<file path="config.mk">
export PLATFORM = sky130hd
export DESIGN_NAME = efs_gearing
export DESIGN_NICKNAME = d
export VERILOG_FILES = /design/src/design/efs_pkg.sv /design/src/design/efs_enc_if.sv /design/src/design/efs_gearing.sv /design/src/design/efs_pin_front.sv
export VERILOG_INCLUDE_DIRS = /design/src /design/src/design
export SDC_FILE = /design/constraint.sdc
export NUM_CORES = 1
export LEC_CHECK = 0
export BUFFER_PORTS_ARGS = -buffer_cell sky130_fd_sc_hd__buf_2
export CORE_MARGIN = 2
export CORE_UTILIZATION = 40
export CTS_CLUSTER_DIAMETER = 150
export DETAILED_ROUTE_END_ITERATION = 8
export GPL_TIMING_DRIVEN = 1
export SLEW_MARGIN = 20
export SYNTH_ARGS = -nofsm -noshare
export SYNTH_HDL_FRONTEND = slang
export SYNTH_SLANG_ARGS = --single-unit
</file>
<file path="constraint.sdc">
create_clock -name clock -period 22.9 [get_ports clock]
set_input_delay 0 -clock clock [delete_from_list [all_inputs] [get_ports clock]]
set_output_delay 0 -clock clock [all_outputs]
set_load 0.005 [all_outputs]
</file>
<file path="src/design/efs_defines.svh">
// Purpose: Constants of the encoder-following stepper block.
// Assumes: 25 MHz clock; APB byte addresses.
// Notes:   Offsets, fields, reset values, limits and timing counts.
// Summary of operation
// Steps-per-turn accepts only 200 to 32767.
// Steps-per-turn cannot change while a move runs.
// Steps equal counts times numerator over denominator; each 1 to 255.
// Ratio may change during gearing; motor ramps to new ratio.
// Encoder decoded 4X, every edge of both channels counts.
// Gearing follows encoder only while a manual-move bit is set.
// Steps start within 50 us after an encoder change.
// Rising counts step clockwise, falling counts counter-clockwise.
// Capture input latches encoder position while gearing.
// Controlled stop when encoder stops or both manual bits clear.
// Hold bit is ignored for gearing moves.
// Immediate stop on stop-bit rise, e-stop rise or limit switch.
// Index pulse never corrects the encoder position.
// Stall detection ends a move whose encoder does not follow; error set.
// Stall detection and gearing are never enabled together.
// Host sets encoder counts per turn to four times line count.
// Hybrid needs steps-per-turn equal to encoder counts per turn.
// Hybrid sets lag bit while error exceeds 360 degrees; move continues.
// Stall with hybrid trips at lag over 45 degrees; move ends, error set.
// Lag bit never set while stall detection is enabled.
// Hybrid switched off at rest by one command, on by next move start.
// Idle current is 0 to 100 percent of running current.
// Current loop gain accepts 1 to 40.
// Fractional remainder of scaled counts is carried between updates.
`ifndef EFS_DEFINES_SVH
`define EFS_DEFINES_SVH
`define EFS_OFF_CTRL     8'h00
`define EFS_OFF_GEAR     8'h04
`define EFS_OFF_SPT      8'h08
`define EFS_OFF_EPT      8'h0c
`define EFS_OFF_CURR     8'h10
`define EFS_OFF_INCFG    8'h14
`define EFS_OFF_STATUS   8'h18
`define EFS_OFF_ENCPOS   8'h1c
`define EFS_OFF_CAPPOS   8'h20
`define EFS_OFF_MOTPOS   8'h24
`define EFS_B_CW         0
`define EFS_B_CCW        1
`define EFS_B_HOLD       2
`define EFS_B_ISTOP      3
`define EFS_B_GEAR       4
`define EFS_B_STALL      5
`define EFS_B_HYB        6
`define EFS_B_CLRERR     7
`define EFS_SPT_MIN      15'h00c8
`define EFS_SPT_MAX      15'h7fff
`define EFS_RATIO_MIN    8'h01
`define EFS_RATIO_MAX    8'hff
`define EFS_IDLE_MAX     7'h64
`define EFS_GAIN_MIN     6'h01
`define EFS_GAIN_MAX     6'h28
`define EFS_RST_SPT      15'h00c8
`define EFS_RST_EPT      16'h0fa0
`define EFS_RST_RATIO    8'h01
`define EFS_RST_IDLE     7'h32
`define EFS_RST_GAIN     6'h05
`define EFS_MOTOR_RES    17'h000c8
`define EFS_CLK_NS       40
`define EFS_START_NS     50000
`define EFS_PER_MAX      (`EFS_START_NS / `EFS_CLK_NS)
`define EFS_PER_MIN      11'h004
`define EFS_STILL_NS     10000000
`define EFS_STILL_CYC    (`EFS_STILL_NS / `EFS_CLK_NS)
`endif

</file>
<file path="src/design/efs_pkg.sv">
// Purpose: Types of the encoder-following stepper block.
// Assumes: Constants live in efs_defines.svh.
// Notes:   Motion states use Gray codes; STOP to IDLE and RUN to HALT change both bits.
package efs_pkg;
  typedef enum logic [1:0] {
    EFS_IDLE = 2'b00,
    EFS_RUN  = 2'b01,
    EFS_STOP = 2'b11,
    EFS_HALT = 2'b10
  } efs_state_t;
  typedef enum logic [1:0] {
    EFS_IN_NONE    = 2'b00,
    EFS_IN_CAPTURE = 2'b01,
    EFS_IN_ESTOP   = 2'b10
  } efs_in_role_t;
endpackage

</file>
<file path="src/design/efs_enc_if.sv">
// Purpose: Carries decoded encoder events and filtered pins.
// Assumes: Source and sink share one clock.
// Notes:   aux holds three discrete inputs, then CW and CCW limits.
`timescale 1ns/1ps
`default_nettype none
interface efs_enc_if;
  logic       inc;
  logic       dec;
  logic [4:0] aux;
  modport src (output inc, output dec, output aux);
  modport dst (input inc, input dec, input aux);
endinterface
`default_nettype wire

</file>
<file path="src/design/efs_gearing.sv">
// Purpose: Encoder-following motion with stall, lag and current control.
// Assumes: APB slave, zero wait states; external moves report their steps.
// Notes:   Position error compares motor steps with encoder counts directly.
//
// Implementation choices: the APB interface to the registers and the address map.
`timescale 1ns/1ps
`default_nettype none
`include "efs_defines.svh"
module efs_gearing #(
  parameter int STILL_CYCLES = `EFS_STILL_CYC
) (
  input  wire logic        clock,
  input  wire logic        sys_rst,
  input  wire logic [7:0]  paddr,
  input  wire logic        psel,
  input  wire logic        penable,
  input  wire logic        pwrite,
  input  wire logic [31:0] pwdata,
  output logic      [31:0] prdata,
  output logic             pready,
  output logic             pslverr,
  input  wire logic        enc_a,
  input  wire logic        enc_b,
  input  wire logic [4:0]  aux_pins,
  input  wire logic        move_step,
  input  wire logic        move_cw,
  output logic             step_out,
  output logic             dir_cw,
  output logic             move_abort,
  output logic             moving,
  output logic             hybrid_active,
  output logic      [6:0]  current_pct,
  output logic      [5:0]  loop_gain
);
  efs_enc_if enc ();
  efs_pin_front u_front (
    .clock    (clock),
    .sys_rst  (sys_rst),
    .enc_a    (enc_a),
    .enc_b    (enc_b),
    .aux_pins (aux_pins),
    .port     (enc.src)
  );

  efs_pkg::efs_state_t state_q;
  efs_pkg::efs_state_t state_d;
  logic        [7:0]  ctrl_q;
  logic        [7:0]  num_q;
  logic        [7:0]  den_q;
  logic        [14:0] spt_q;
  logic        [15:0] ept_q;
  logic        [6:0]  idle_q;
  logic        [5:0]  gain_q;
  logic        [5:0]  incfg_q;
  logic               cfg_err_q;
  logic               stall_err_q;
  logic               lag_q;
  logic               hyb_q;
  logic        [4:0]  aux_prev_q;
  logic signed [23:0] enc_pos_q;
  logic signed [23:0] cap_pos_q;
  logic signed [23:0] mot_pos_q;
  logic signed [31:0] rem_q;
  logic signed [15:0] pend_q;
  logic        [10:0] per_q;
  logic        [10:0] tmr_q;
  logic        [17:0] still_q;
  logic        [31:0] rdata_q;

  logic               wr;
  logic               follow;
  logic               manual;
  logic               halt_req;
  logic               stall_trip;
  logic               step_now;
  logic               cap_hit;
  logic               estop_hit;
  logic signed [31:0] thr;
  logic signed [31:0] add;
  logic signed [31:0] sub;
  logic        [1:0]  gen;
  logic signed [24:0] pos_err;
  logic        [24:0] err_abs;

  function automatic logic in_rng(input logic [15:0] v, input logic [15:0] lo,
                                  input logic [15:0] hi);
    in_rng = (v >= lo) && (v <= hi);
  endfunction

  function automatic logic mapped(input logic [7:0] a);
    mapped = (a[1:0] == 2'b00) && (a <= `EFS_OFF_MOTPOS);
  endfunction

  assign wr       = psel && penable && pwrite;
  assign manual   = ctrl_q[`EFS_B_CW] || ctrl_q[`EFS_B_CCW];
  assign follow   = (state_q == efs_pkg::EFS_RUN) && manual;
  assign pready   = psel && penable;
  assign pslverr  = psel && penable && !mapped(paddr);
  assign prdata   = rdata_q;

  // APB read data is taken in the setup cycle so it is stable in the access cycle.
  always_ff @(posedge clock or posedge sys_rst) begin
    if (sys_rst) begin
      rdata_q <= 32'h0000_0000;
    end else if (psel && !penable && !pwrite) begin
      case (paddr)
        `EFS_OFF_CTRL:   rdata_q <= {24'h00_0000, 1'b0, hyb_q, ctrl_q[5:0]};
        `EFS_OFF_GEAR:   rdata_q <= {16'h0000, den_q, num_q};
        `EFS_OFF_SPT:    rdata_q <= {17'h0_0000, spt_q};
        `EFS_OFF_EPT:    rdata_q <= {16'h0000, ept_q};
        `EFS_OFF_CURR:   rdata_q <= {18'h0_0000, gain_q, 1'b0, idle_q};
        `EFS_OFF_INCFG:  rdata_q <= {26'h000_0000, incfg_q};
        `EFS_OFF_STATUS: rdata_q <= {26'h000_0000, state_q, lag_q, stall_err_q,
                                     cfg_err_q, moving};
        `EFS_OFF_ENCPOS: rdata_q <= {{8{enc_pos_q[23]}}, enc_pos_q};
        `EFS_OFF_CAPPOS: rdata_q <= {{8{cap_pos_q[23]}}, cap_pos_q};
        `EFS_OFF_MOTPOS: rdata_q <= {{8{mot_pos_q[23]}}, mot_pos_q};
        default:         rdata_q <= 32'h0000_0000;
      endcase
    end
  end

  // Control word; the hold bit is stored but never acted on by gearing.
  always_ff @(posedge clock or posedge sys_rst) begin
    if (sys_rst) begin
      ctrl_q <= 8'h00;
    end else if (wr && paddr == `EFS_OFF_CTRL) begin
      ctrl_q[3:0] <= pwdata[3:0];
      if (!(pwdata[`EFS_B_GEAR] && pwdata[`EFS_B_STALL])) begin
        ctrl_q[5:4] <= pwdata[5:4];
      end
    end
  end

  // Hybrid goes off only at rest, and on only with a move start.
  always_ff @(posedge clock or posedge sys_rst) begin
    if (sys_rst) begin
      hyb_q <= 1'b0;
    end else if (wr && paddr == `EFS_OFF_CTRL) begin
      if (!pwdata[`EFS_B_HYB] && !moving) begin
        hyb_q <= 1'b0;
      end else if (pwdata[`EFS_B_HYB] && (pwdata[`EFS_B_CW] || pwdata[`EFS_B_CCW])) begin
        hyb_q <= 1'b1;
      end
    end
  end

  // Parameter registers keep their old value when a write is out of range.
  always_ff @(posedge clock or posedge sys_rst) begin
    if (sys_rst) begin
      num_q   <= `EFS_RST_RATIO;
      den_q   <= `EFS_RST_RATIO;
      spt_q   <= `EFS_RST_SPT;
      ept_q   <= `EFS_RST_EPT;
      idle_q  <= `EFS_RST_IDLE;
      gain_q  <= `EFS_RST_GAIN;
      incfg_q <= 6'h00;
    end else if (wr) begin
      case (paddr)
        `EFS_OFF_GEAR: begin
          if (pwdata[7:0] != 8'h00 && pwdata[15:8] != 8'h00) begin
            num_q <= pwdata[7:0];
            den_q <= pwdata[15:8];
          end
        end
        `EFS_OFF_SPT: begin
          if (!moving && in_rng(pwdata[15:0], {1'b0, `EFS_SPT_MIN}, {1'b0, `EFS_SPT_MAX})) begin
            spt_q <= pwdata[14:0];
          end
        end
        `EFS_OFF_EPT: ept_q <= pwdata[15:0];
        `EFS_OFF_CURR: begin
          if (pwdata[6:0] <= `EFS_IDLE_MAX && pwdata[7] == 1'b0) begin
            idle_q <= pwdata[6:0];
          end
          if (in_rng({10'h000, pwdata[13:8]}, {10'h000, `EFS_GAIN_MIN},
                     {10'h000, `EFS_GAIN_MAX}) && pwdata[15:14] == 2'b00) begin
            gain_q <= pwdata[13:8];
          end
        end
        `EFS_OFF_INCFG: incfg_q <= pwdata[5:0];
        default: ;
      endcase
    end
  end

  // Sticky configuration error; a new refusal wins over the clear bit.
  always_ff @(posedge clock or posedge sys_rst) begin
    if (sys_rst) begin
      cfg_err_q <= 1'b0;
    end else if (wr && (
        (paddr == `EFS_OFF_CTRL && pwdata[`EFS_B_GEAR] && pwdata[`EFS_B_STALL]) ||
        (paddr == `EFS_OFF_GEAR && (pwdata[7:0] == 8'h00 || pwdata[15:8] == 8'h00)) ||
        (paddr == `EFS_OFF_SPT && (moving || !in_rng(pwdata[15:0],
          {1'b0, `EFS_SPT_MIN}, {1'b0, `EFS_SPT_MAX}))) ||
        (paddr == `EFS_OFF_CURR && (pwdata[7:0] > {1'b0, `EFS_IDLE_MAX} ||
          !in_rng({8'h00, pwdata[15:8]}, {10'h000, `EFS_GAIN_MIN},
                  {10'h000, `EFS_GAIN_MAX}))))) begin
      cfg_err_q <= 1'b1;
    end else if (wr && paddr == `EFS_OFF_CTRL && pwdata[`EFS_B_CLRERR]) begin
      cfg_err_q <= 1'b0;
    end
  end

  // Stall trip at one eighth of a turn of lag; lag flag at a full turn.
  assign pos_err = {mot_pos_q[23], mot_pos_q} - {enc_pos_q[23], enc_pos_q};
  assign err_abs = pos_err[24] ? 25'(-pos_err) : 25'(pos_err);
  assign stall_trip = ctrl_q[`EFS_B_STALL] && !ctrl_q[`EFS_B_GEAR] &&
                      err_abs > {12'h000, ept_q[15:3]};

  always_ff @(posedge clock or posedge sys_rst) begin
    if (sys_rst) begin
      stall_err_q <= 1'b0;
    end else if (stall_trip) begin
      stall_err_q <= 1'b1;
    end else if (wr && paddr == `EFS_OFF_CTRL && pwdata[`EFS_B_CLRERR]) begin
      stall_err_q <= 1'b0;
    end
  end

  always_ff @(posedge clock or posedge sys_rst) begin
    if (sys_rst) begin
      lag_q <= 1'b0;
    end else begin
      lag_q <= hyb_q && !ctrl_q[`EFS_B_STALL] && err_abs > {9'h000, ept_q};
    end
  end

  // Discrete input roles: capture and emergency stop act on rising edges.
  always_ff @(posedge clock or posedge sys_rst) begin
    if (sys_rst) begin
      aux_prev_q <= 5'h00;
    end else begin
      aux_prev_q <= enc.aux;
    end
  end

  always_comb begin
    cap_hit   = 1'b0;
    estop_hit = 1'b0;
    for (int i = 0; i < 3; i++) begin
      if (enc.aux[i] && !aux_prev_q[i]) begin
        if (incfg_q[2*i +: 2] == efs_pkg::EFS_IN_CAPTURE) begin
          cap_hit = 1'b1;
        end
        if (incfg_q[2*i +: 2] == efs_pkg::EFS_IN_ESTOP) begin
          estop_hit = 1'b1;
        end
      end
    end
  end

  assign halt_req = (wr && paddr == `EFS_OFF_CTRL && pwdata[`EFS_B_ISTOP] &&
                     !ctrl_q[`EFS_B_ISTOP]) || estop_hit ||
                    (enc.aux[3] || enc.aux[4]) || stall_trip;

  always_comb begin
    state_d = state_q;
    case (state_q)
      efs_pkg::EFS_IDLE: if (ctrl_q[`EFS_B_GEAR] && manual) state_d = efs_pkg::EFS_RUN;
      efs_pkg::EFS_RUN:  if (!manual || !ctrl_q[`EFS_B_GEAR]) state_d = efs_pkg::EFS_STOP;
      efs_pkg::EFS_STOP: if (pend_q == 16'sh0000) state_d = efs_pkg::EFS_IDLE;
      efs_pkg::EFS_HALT: if (!manual && !stall_err_q) state_d = efs_pkg::EFS_IDLE;
      default:           state_d = efs_pkg::EFS_IDLE;
    endcase
    if (halt_req) begin
      state_d = efs_pkg::EFS_HALT;
    end
  end

  always_ff @(posedge clock or posedge sys_rst) begin
    if (sys_rst) begin
      state_q <= efs_pkg::EFS_IDLE;
    end else begin
      state_q <= state_d;
    end
  end

  always_ff @(posedge clock or posedge sys_rst) begin
    if (sys_rst) begin
      enc_pos_q <= 24'sh00_0000;
    end else if (enc.inc) begin
      enc_pos_q <= enc_pos_q + 24'sh00_0001;
    end else if (enc.dec) begin
      enc_pos_q <= enc_pos_q - 24'sh00_0001;
    end
  end

  always_ff @(posedge clock or posedge sys_rst) begin
    if (sys_rst) begin
      cap_pos_q <= 24'sh00_0000;
    end else if (cap_hit && ctrl_q[`EFS_B_GEAR]) begin
      cap_pos_q <= enc_pos_q;
    end
  end

  // Scaling: each count adds numerator times motor resolution; one step costs
  // denominator times steps-per-turn, and what is left over stays in rem_q.
  assign thr = {24'h00_0000, den_q} * {17'h0_0000, spt_q};
  assign add = !follow ? 32'sh0 :
               enc.inc ? 32'(num_q * `EFS_MOTOR_RES) :
               enc.dec ? -32'(num_q * `EFS_MOTOR_RES) : 32'sh0;
  assign gen = (rem_q >= thr) ? 2'b01 : (rem_q <= -thr) ? 2'b10 : 2'b00;
  assign sub = gen[0] ? thr : gen[1] ? -thr : 32'sh0;

  always_ff @(posedge clock or posedge sys_rst) begin
    if (sys_rst) begin
      rem_q <= 32'sh0;
    end else if (state_q == efs_pkg::EFS_HALT) begin
      rem_q <= 32'sh0;
    end else begin
      rem_q <= rem_q + add - sub;
    end
  end

  assign step_now = (pend_q != 16'sh0000) && (tmr_q >= per_q) &&
                    (state_q != efs_pkg::EFS_HALT);

  always_ff @(posedge clock or posedge sys_rst) begin
    if (sys_rst) begin
      pend_q <= 16'sh0000;
    end else if (state_q == efs_pkg::EFS_HALT) begin
      pend_q <= 16'sh0000;
    end else begin
      pend_q <= pend_q + (gen[0] ? 16'sh0001 : gen[1] ? -16'sh0001 : 16'sh0000)
                - (!step_now ? 16'sh0000 : pend_q[15] ? -16'sh0001 : 16'sh0001);
    end
  end

  // Idle timer sits at the slowest period so the first step leaves at once.
  always_ff @(posedge clock or posedge sys_rst) begin
    if (sys_rst) begin
      tmr_q <= 11'(`EFS_PER_MAX);
    end else if (step_now) begin
      tmr_q <= 11'h000;
    end else if (tmr_q < 11'(`EFS_PER_MAX)) begin
      tmr_q <= tmr_q + 11'h001;
    end
  end

  // Step period ramps one cycle per step, so ratio changes speed up or slow down.
  always_ff @(posedge clock or posedge sys_rst) begin
    if (sys_rst) begin
      per_q <= 11'(`EFS_PER_MAX);
    end else if (pend_q == 16'sh0000) begin
      per_q <= 11'(`EFS_PER_MAX);
    end else if (step_now) begin
      if ((pend_q > 16'sh0001 || pend_q < -16'sh0001) && per_q > `EFS_PER_MIN) begin
        per_q <= per_q - 11'h001;
      end else if (pend_q <= 16'sh0001 && pend_q >= -16'sh0001 &&
                   per_q < 11'(`EFS_PER_MAX)) begin
        per_q <= per_q + 11'h001;
      end
    end
  end

  always_ff @(posedge clock or posedge sys_rst) begin
    if (sys_rst) begin
      step_out <= 1'b0;
      dir_cw   <= 1'b1;
    end else begin
      step_out <= step_now;
      if (step_now) begin
        dir_cw <= !pend_q[15];
      end
    end
  end

  always_ff @(posedge clock or posedge sys_rst) begin
    if (sys_rst) begin
      mot_pos_q <= 24'sh00_0000;
    end else if (step_now) begin
      mot_pos_q <= pend_q[15] ? mot_pos_q - 24'sh00_0001 : mot_pos_q + 24'sh00_0001;
    end else if (move_step) begin
      mot_pos_q <= move_cw ? mot_pos_q + 24'sh00_0001 : mot_pos_q - 24'sh00_0001;
    end
  end

  // Encoder at rest for the still time ends motion once steps drain.
  always_ff @(posedge clock or posedge sys_rst) begin
    if (sys_rst) begin
      still_q <= 18'h0_0000;
    end else if (enc.inc || enc.dec || move_step) begin
      still_q <= 18'h0_0000;
    end else if (still_q < 18'(STILL_CYCLES)) begin
      still_q <= still_q + 18'h0_0001;
    end
  end

  always_ff @(posedge clock or posedge sys_rst) begin
    if (sys_rst) begin
      moving        <= 1'b0;
      move_abort    <= 1'b0;
      hybrid_active <= 1'b0;
      current_pct   <= `EFS_RST_IDLE;
      loop_gain     <= `EFS_RST_GAIN;
    end else begin
      moving        <= (pend_q != 16'sh0000) || (still_q < 18'(STILL_CYCLES));
      move_abort    <= state_q == efs_pkg::EFS_HALT;
      hybrid_active <= hyb_q;
      current_pct   <= moving ? `EFS_IDLE_MAX : idle_q;
      loop_gain     <= gain_q;
    end
  end
endmodule
`default_nettype wire

</file>
<file path="src/design/efs_pin_front.sv">
// Purpose: Synchronises encoder and discrete pins and decodes quadrature.
// Assumes: Pins are asynchronous to clock.
// Notes:   A pin change counts once the second and third stages agree.
`timescale 1ns/1ps
`default_nettype none
module efs_pin_front (
  input  wire logic       clock,
  input  wire logic       sys_rst,
  input  wire logic       enc_a,
  input  wire logic       enc_b,
  input  wire logic [4:0] aux_pins,
  efs_enc_if.src          port
);
  logic [6:0] s1_q;
  logic [6:0] s2_q;
  logic [6:0] s3_q;
  logic [6:0] stb_q;
  logic [1:0] ab_prev_q;

  // Returns 01 for a forward edge and 10 for a backward edge.
  function automatic logic [1:0] quad_step(input logic [1:0] o, input logic [1:0] n);
    case ({o, n})
      4'b0001, 4'b0111, 4'b1110, 4'b1000: quad_step = 2'b01;
      4'b0010, 4'b1011, 4'b1101, 4'b0100: quad_step = 2'b10;
      default: quad_step = 2'b00;
    endcase
  endfunction

  always_ff @(posedge clock or posedge sys_rst) begin
    if (sys_rst) begin
      s1_q <= 7'h00;
      s2_q <= 7'h00;
      s3_q <= 7'h00;
    end else begin
      s1_q <= {aux_pins, enc_a, enc_b};
      s2_q <= s1_q;
      s3_q <= s2_q;
    end
  end

  always_ff @(posedge clock or posedge sys_rst) begin
    if (sys_rst) begin
      stb_q <= 7'h00;
    end else begin
      for (int i = 0; i < 7; i++) begin
        if (s2_q[i] == s3_q[i]) begin
          stb_q[i] <= s3_q[i];
        end
      end
    end
  end

  always_ff @(posedge clock or posedge sys_rst) begin
    if (sys_rst) begin
      ab_prev_q <= 2'b00;
    end else begin
      ab_prev_q <= stb_q[1:0];
    end
  end

  // Every edge of both channels yields one count; the index pulse is not an input.
  assign port.inc = quad_step(ab_prev_q, stb_q[1:0]) == 2'b01;
  assign port.dec = quad_step(ab_prev_q, stb_q[1:0]) == 2'b10;
  assign port.aux = stb_q[6:2];
endmodule
`default_nettype wire

</file>
==> results by group <==
Outcome
  • Status: finished, final reports clean

Route
  • Antenna Nets Post-Route: 0
  • 1st-pass router iterations: 6
  • WL final: 76500 µm
  • Wire per inst: 18.3 µm
  • Via density: 5.46
  • Detailed Route Iter0 Violations: 1837
  • Residual DRC count: 0
  • Vias: 22850

STA
  • Unrepaired setup endpoints after global routing: false
  • Tcrit/Tclk final: 0.566
  • Count of final hold-check violations: 0
  • Peak Freq: 77.1 MHz
  • Worst slew pin tran: 0.991 ns
  • Setup TNS: 0 ns
  • Fin Clk Skew: 0.0262 ns
  • Slew margin rel.: 0.338
  • Max Slew Vio Count: 0
  • Post-layout min period: 12.96 ns
  • Final setup viols: 0
  • Worst hold slack: 0.0411 ns

Synth
  • Top-area cell type share of the netlist area: 0.251
  • Synth async-reset ratio: 1.00
  • Post-synthesis register bit count: 313
  • Synth unique cells: 86
  • Mapped Cells: 3151
  • Synth top area cells: dfrtp_1 (25%), ha_1 (13%), fa_1 (9.2%)
  • Syn. warnings: 0
  • Most area-hungry cell type in the Yosys netlist: dfrtp_1
  • Mapped Avg Cell Area: 8.88 µm²
  • Register area share after synthesis: 0.281
  • Post-synth net total: 3615
  • Ys flop type: dfrtp_1
  • Post-synth top cells: inv_1 (365), ha_1 (282), dfrtp_1 (281)
  • Most frequent cell after synthesis: inv_1
  • Synthesized area: 28000 µm²
  • Post-synth EDFFs: 0

Global route
  • Top Usage Layer GRT: met2
  • Grt met3 use: 0.0394
  • Total grt overflow: 0
  • Total GRT Usage: 0.215
  • First-pass GRT wire length: 123000 µm
  • Vias in the first global route: 22202
  • Initial antenna violation count: 5
  • Met1 Track Usage GR: 0.305
  • Met2 Usage GRT: 0.338
  • Largest net degree at the start of global routing: 119

Clock tree
  • # resized after CTS: 0
  • Setup bufs post-CTS: 0
  • Skew-Pair Late Insertion Delay: 0.59 ns
  • Hold-fix buffers, CTS: 26
  • Clock buffer depth: 3
  • Root buf cell: clkbuf_16
  • # H-tree levels: 2
  • Clock Pin Slew Worst Setup and Hold Paths: 0.07 ns
  • Clock sinks: 313
  • TritonCTS Buffers: 39
  • CTS tree: built

Critical path
  • FF-to-FF path depth: 42
  • Kind of start point of the critical path: flip-flop
  • CP Capture Type: flip-flop
  • Crit Path Category: flip-flop to flip-flop
  • Most used cell, CP: inv_1
  • Slowest stage delay, CP: 0.76 ns
  • Worst endpoint required time: 23.35 ns
  • Minimum setup slack among reg-to-reg paths: 9.94 ns
  • Max FO, Critical Path: 17
  • Worst path arrival time: 13.41 ns
  • Crit-path slowest cell: dfrtp_1

Cells and area
  • Final instance area: 31100 µm²
  • Final #Nets: 3688
  • Share of cells above drive strength 1: 0.101
  • Fill count: 6832
  • Area delta synth->final: 11.2%
  • Storage cell area: 7870 µm²
  • Cell Count, Final, Fillers Out: 4188
  • Area of the multi-input gates: 18400 µm²

Floorplan
  • Top Ports: 106
  • Full die area: 72100 µm²
  • Die span in y: 269 µm
  • Initial core utilization: 0.406
  • Total core area: 68900 µm²
  • Cell Rows: 96
  • Die X: 269 µm

Placement
  • I/O Buffers: 89
  • Gpl congestion: 0.903
  • Post-DP HPWL: 58000 µm
  • Placed Cells: 4088
  • Dpl cell area: 29400 µm²

Power and ir drop
  • PD cells: 83.5 nW/µm²
  • Maximum VDD drop: 0.0663 mV
  • Final Power: 2.60 mW
  • Leak: 14.8 nW

Worst hold path
  • Hold path depth: 4
  • Worst Hold Class: primary input to flip-flop

Run
  • Max-Cap Viols: 0
-- cell families (layout without fill, tap and decap cells) --
| kind of cell | after synthesis | after routing | synth area share |
|---|---|---|---|
| adders and majority gates | 417 | 417 | 0.220 |
| buffers and inverters | 473 | 577 | 0.0645 |
| other | 0 | 2 | 0 |
| xor gates and xnor gates | 195 | 195 | 0.0615 |
| DFF | 313 | 313 | 0.281 |
| muxes | 79 | 79 | 0.0314 |
| and+or+nand+nor | 954 | 954 | 0.173 |
| AOI/OAI and AO/OA | 720 | 720 | 0.169 |
-- per-layer routing --
metal  up-vias  routed length, µm
li1      11134                  -
met1     11122              36200
met3       105               4590
met4         4               1730
met5         -                 28
met2       485              34000
-- layout by cell type (no fill, tap or decap), types with 89 or more instances in the layout --
cell type and instances:
xnor2_1 107, dfrtp_1 281, and2_1 105, a21oi_1 177, inv_1 364, nor2_1 236, o21ai_0 158, fa_1 128
ha_1 282, nand2_1 202, buf_2 89
-- registers in the layout, summed over array words and instances, names as in the netlist, 15 cells and up --
register / count
cap_pos_q: 24
pend_q: 16
ept_q: 16
spt_q: 15
mot_pos_q: 24
enc_pos_q: 24
still_q: 18
prdata: 24
rem_q: 32
-- final cells by class --
| type | count | share of cell area |
|---|---|---|
| tap | 931 | 0.0374 |
| clock buffer | 51 | 0.0354 |
| multi-input combinational | 2365 | 0.590 |
| timing repair buffer | 140 | 0.0287 |
| antenna | 2 | 0.000161 |
| inverter | 365 | 0.0443 |
| clock inverter | 21 | 0.0110 |
| sequential | 313 | 0.253 |
-- power by group --
group          internal, mW  switching (mW)  leakage [nW]
clock                 0.415           0.278         0.709
sequential            0.601          0.0767          3.97
combinational         0.519           0.709          10.1
total                  1.53            1.06          14.8
-- metrics by stage --
stage	util	setup WS [ns]
finish	0.451	9.94
global route	0.451	9.09
CTS	0.451	10.19
detailed placement	0.427	10.23
global placement	0.427	10.31
floorplan	-	11.66
-- path summary, 6_finish.rpt --
check | startpoint | end
max | den_q[7] | rem_q[31]
min | move_cw | mot_pos_q[6]
max reg2reg | den_q[7] | rem_q[31]
min reg2reg | u_front.s1_q[6] | u_front.s2_q[6]
max in group asynchronous | sys_rst | den_q[5]
min in group asynchronous | sys_rst | enc_pos_q[20]
-- critical path: cells and delay by family (launching register included) --
family                   cells  cell delay (ns)
AO/OA/AOI/OAI               18             4.81
XOR/XNOR                     2             0.87
adder cells (fa/ha/maj)      7             3.11
flip-flops                   1             0.76
buffers and inverters        5             0.51
AND/OR/NAND/NOR             10             2.76
No activity file was read; power rests on OpenSTA's default activity.
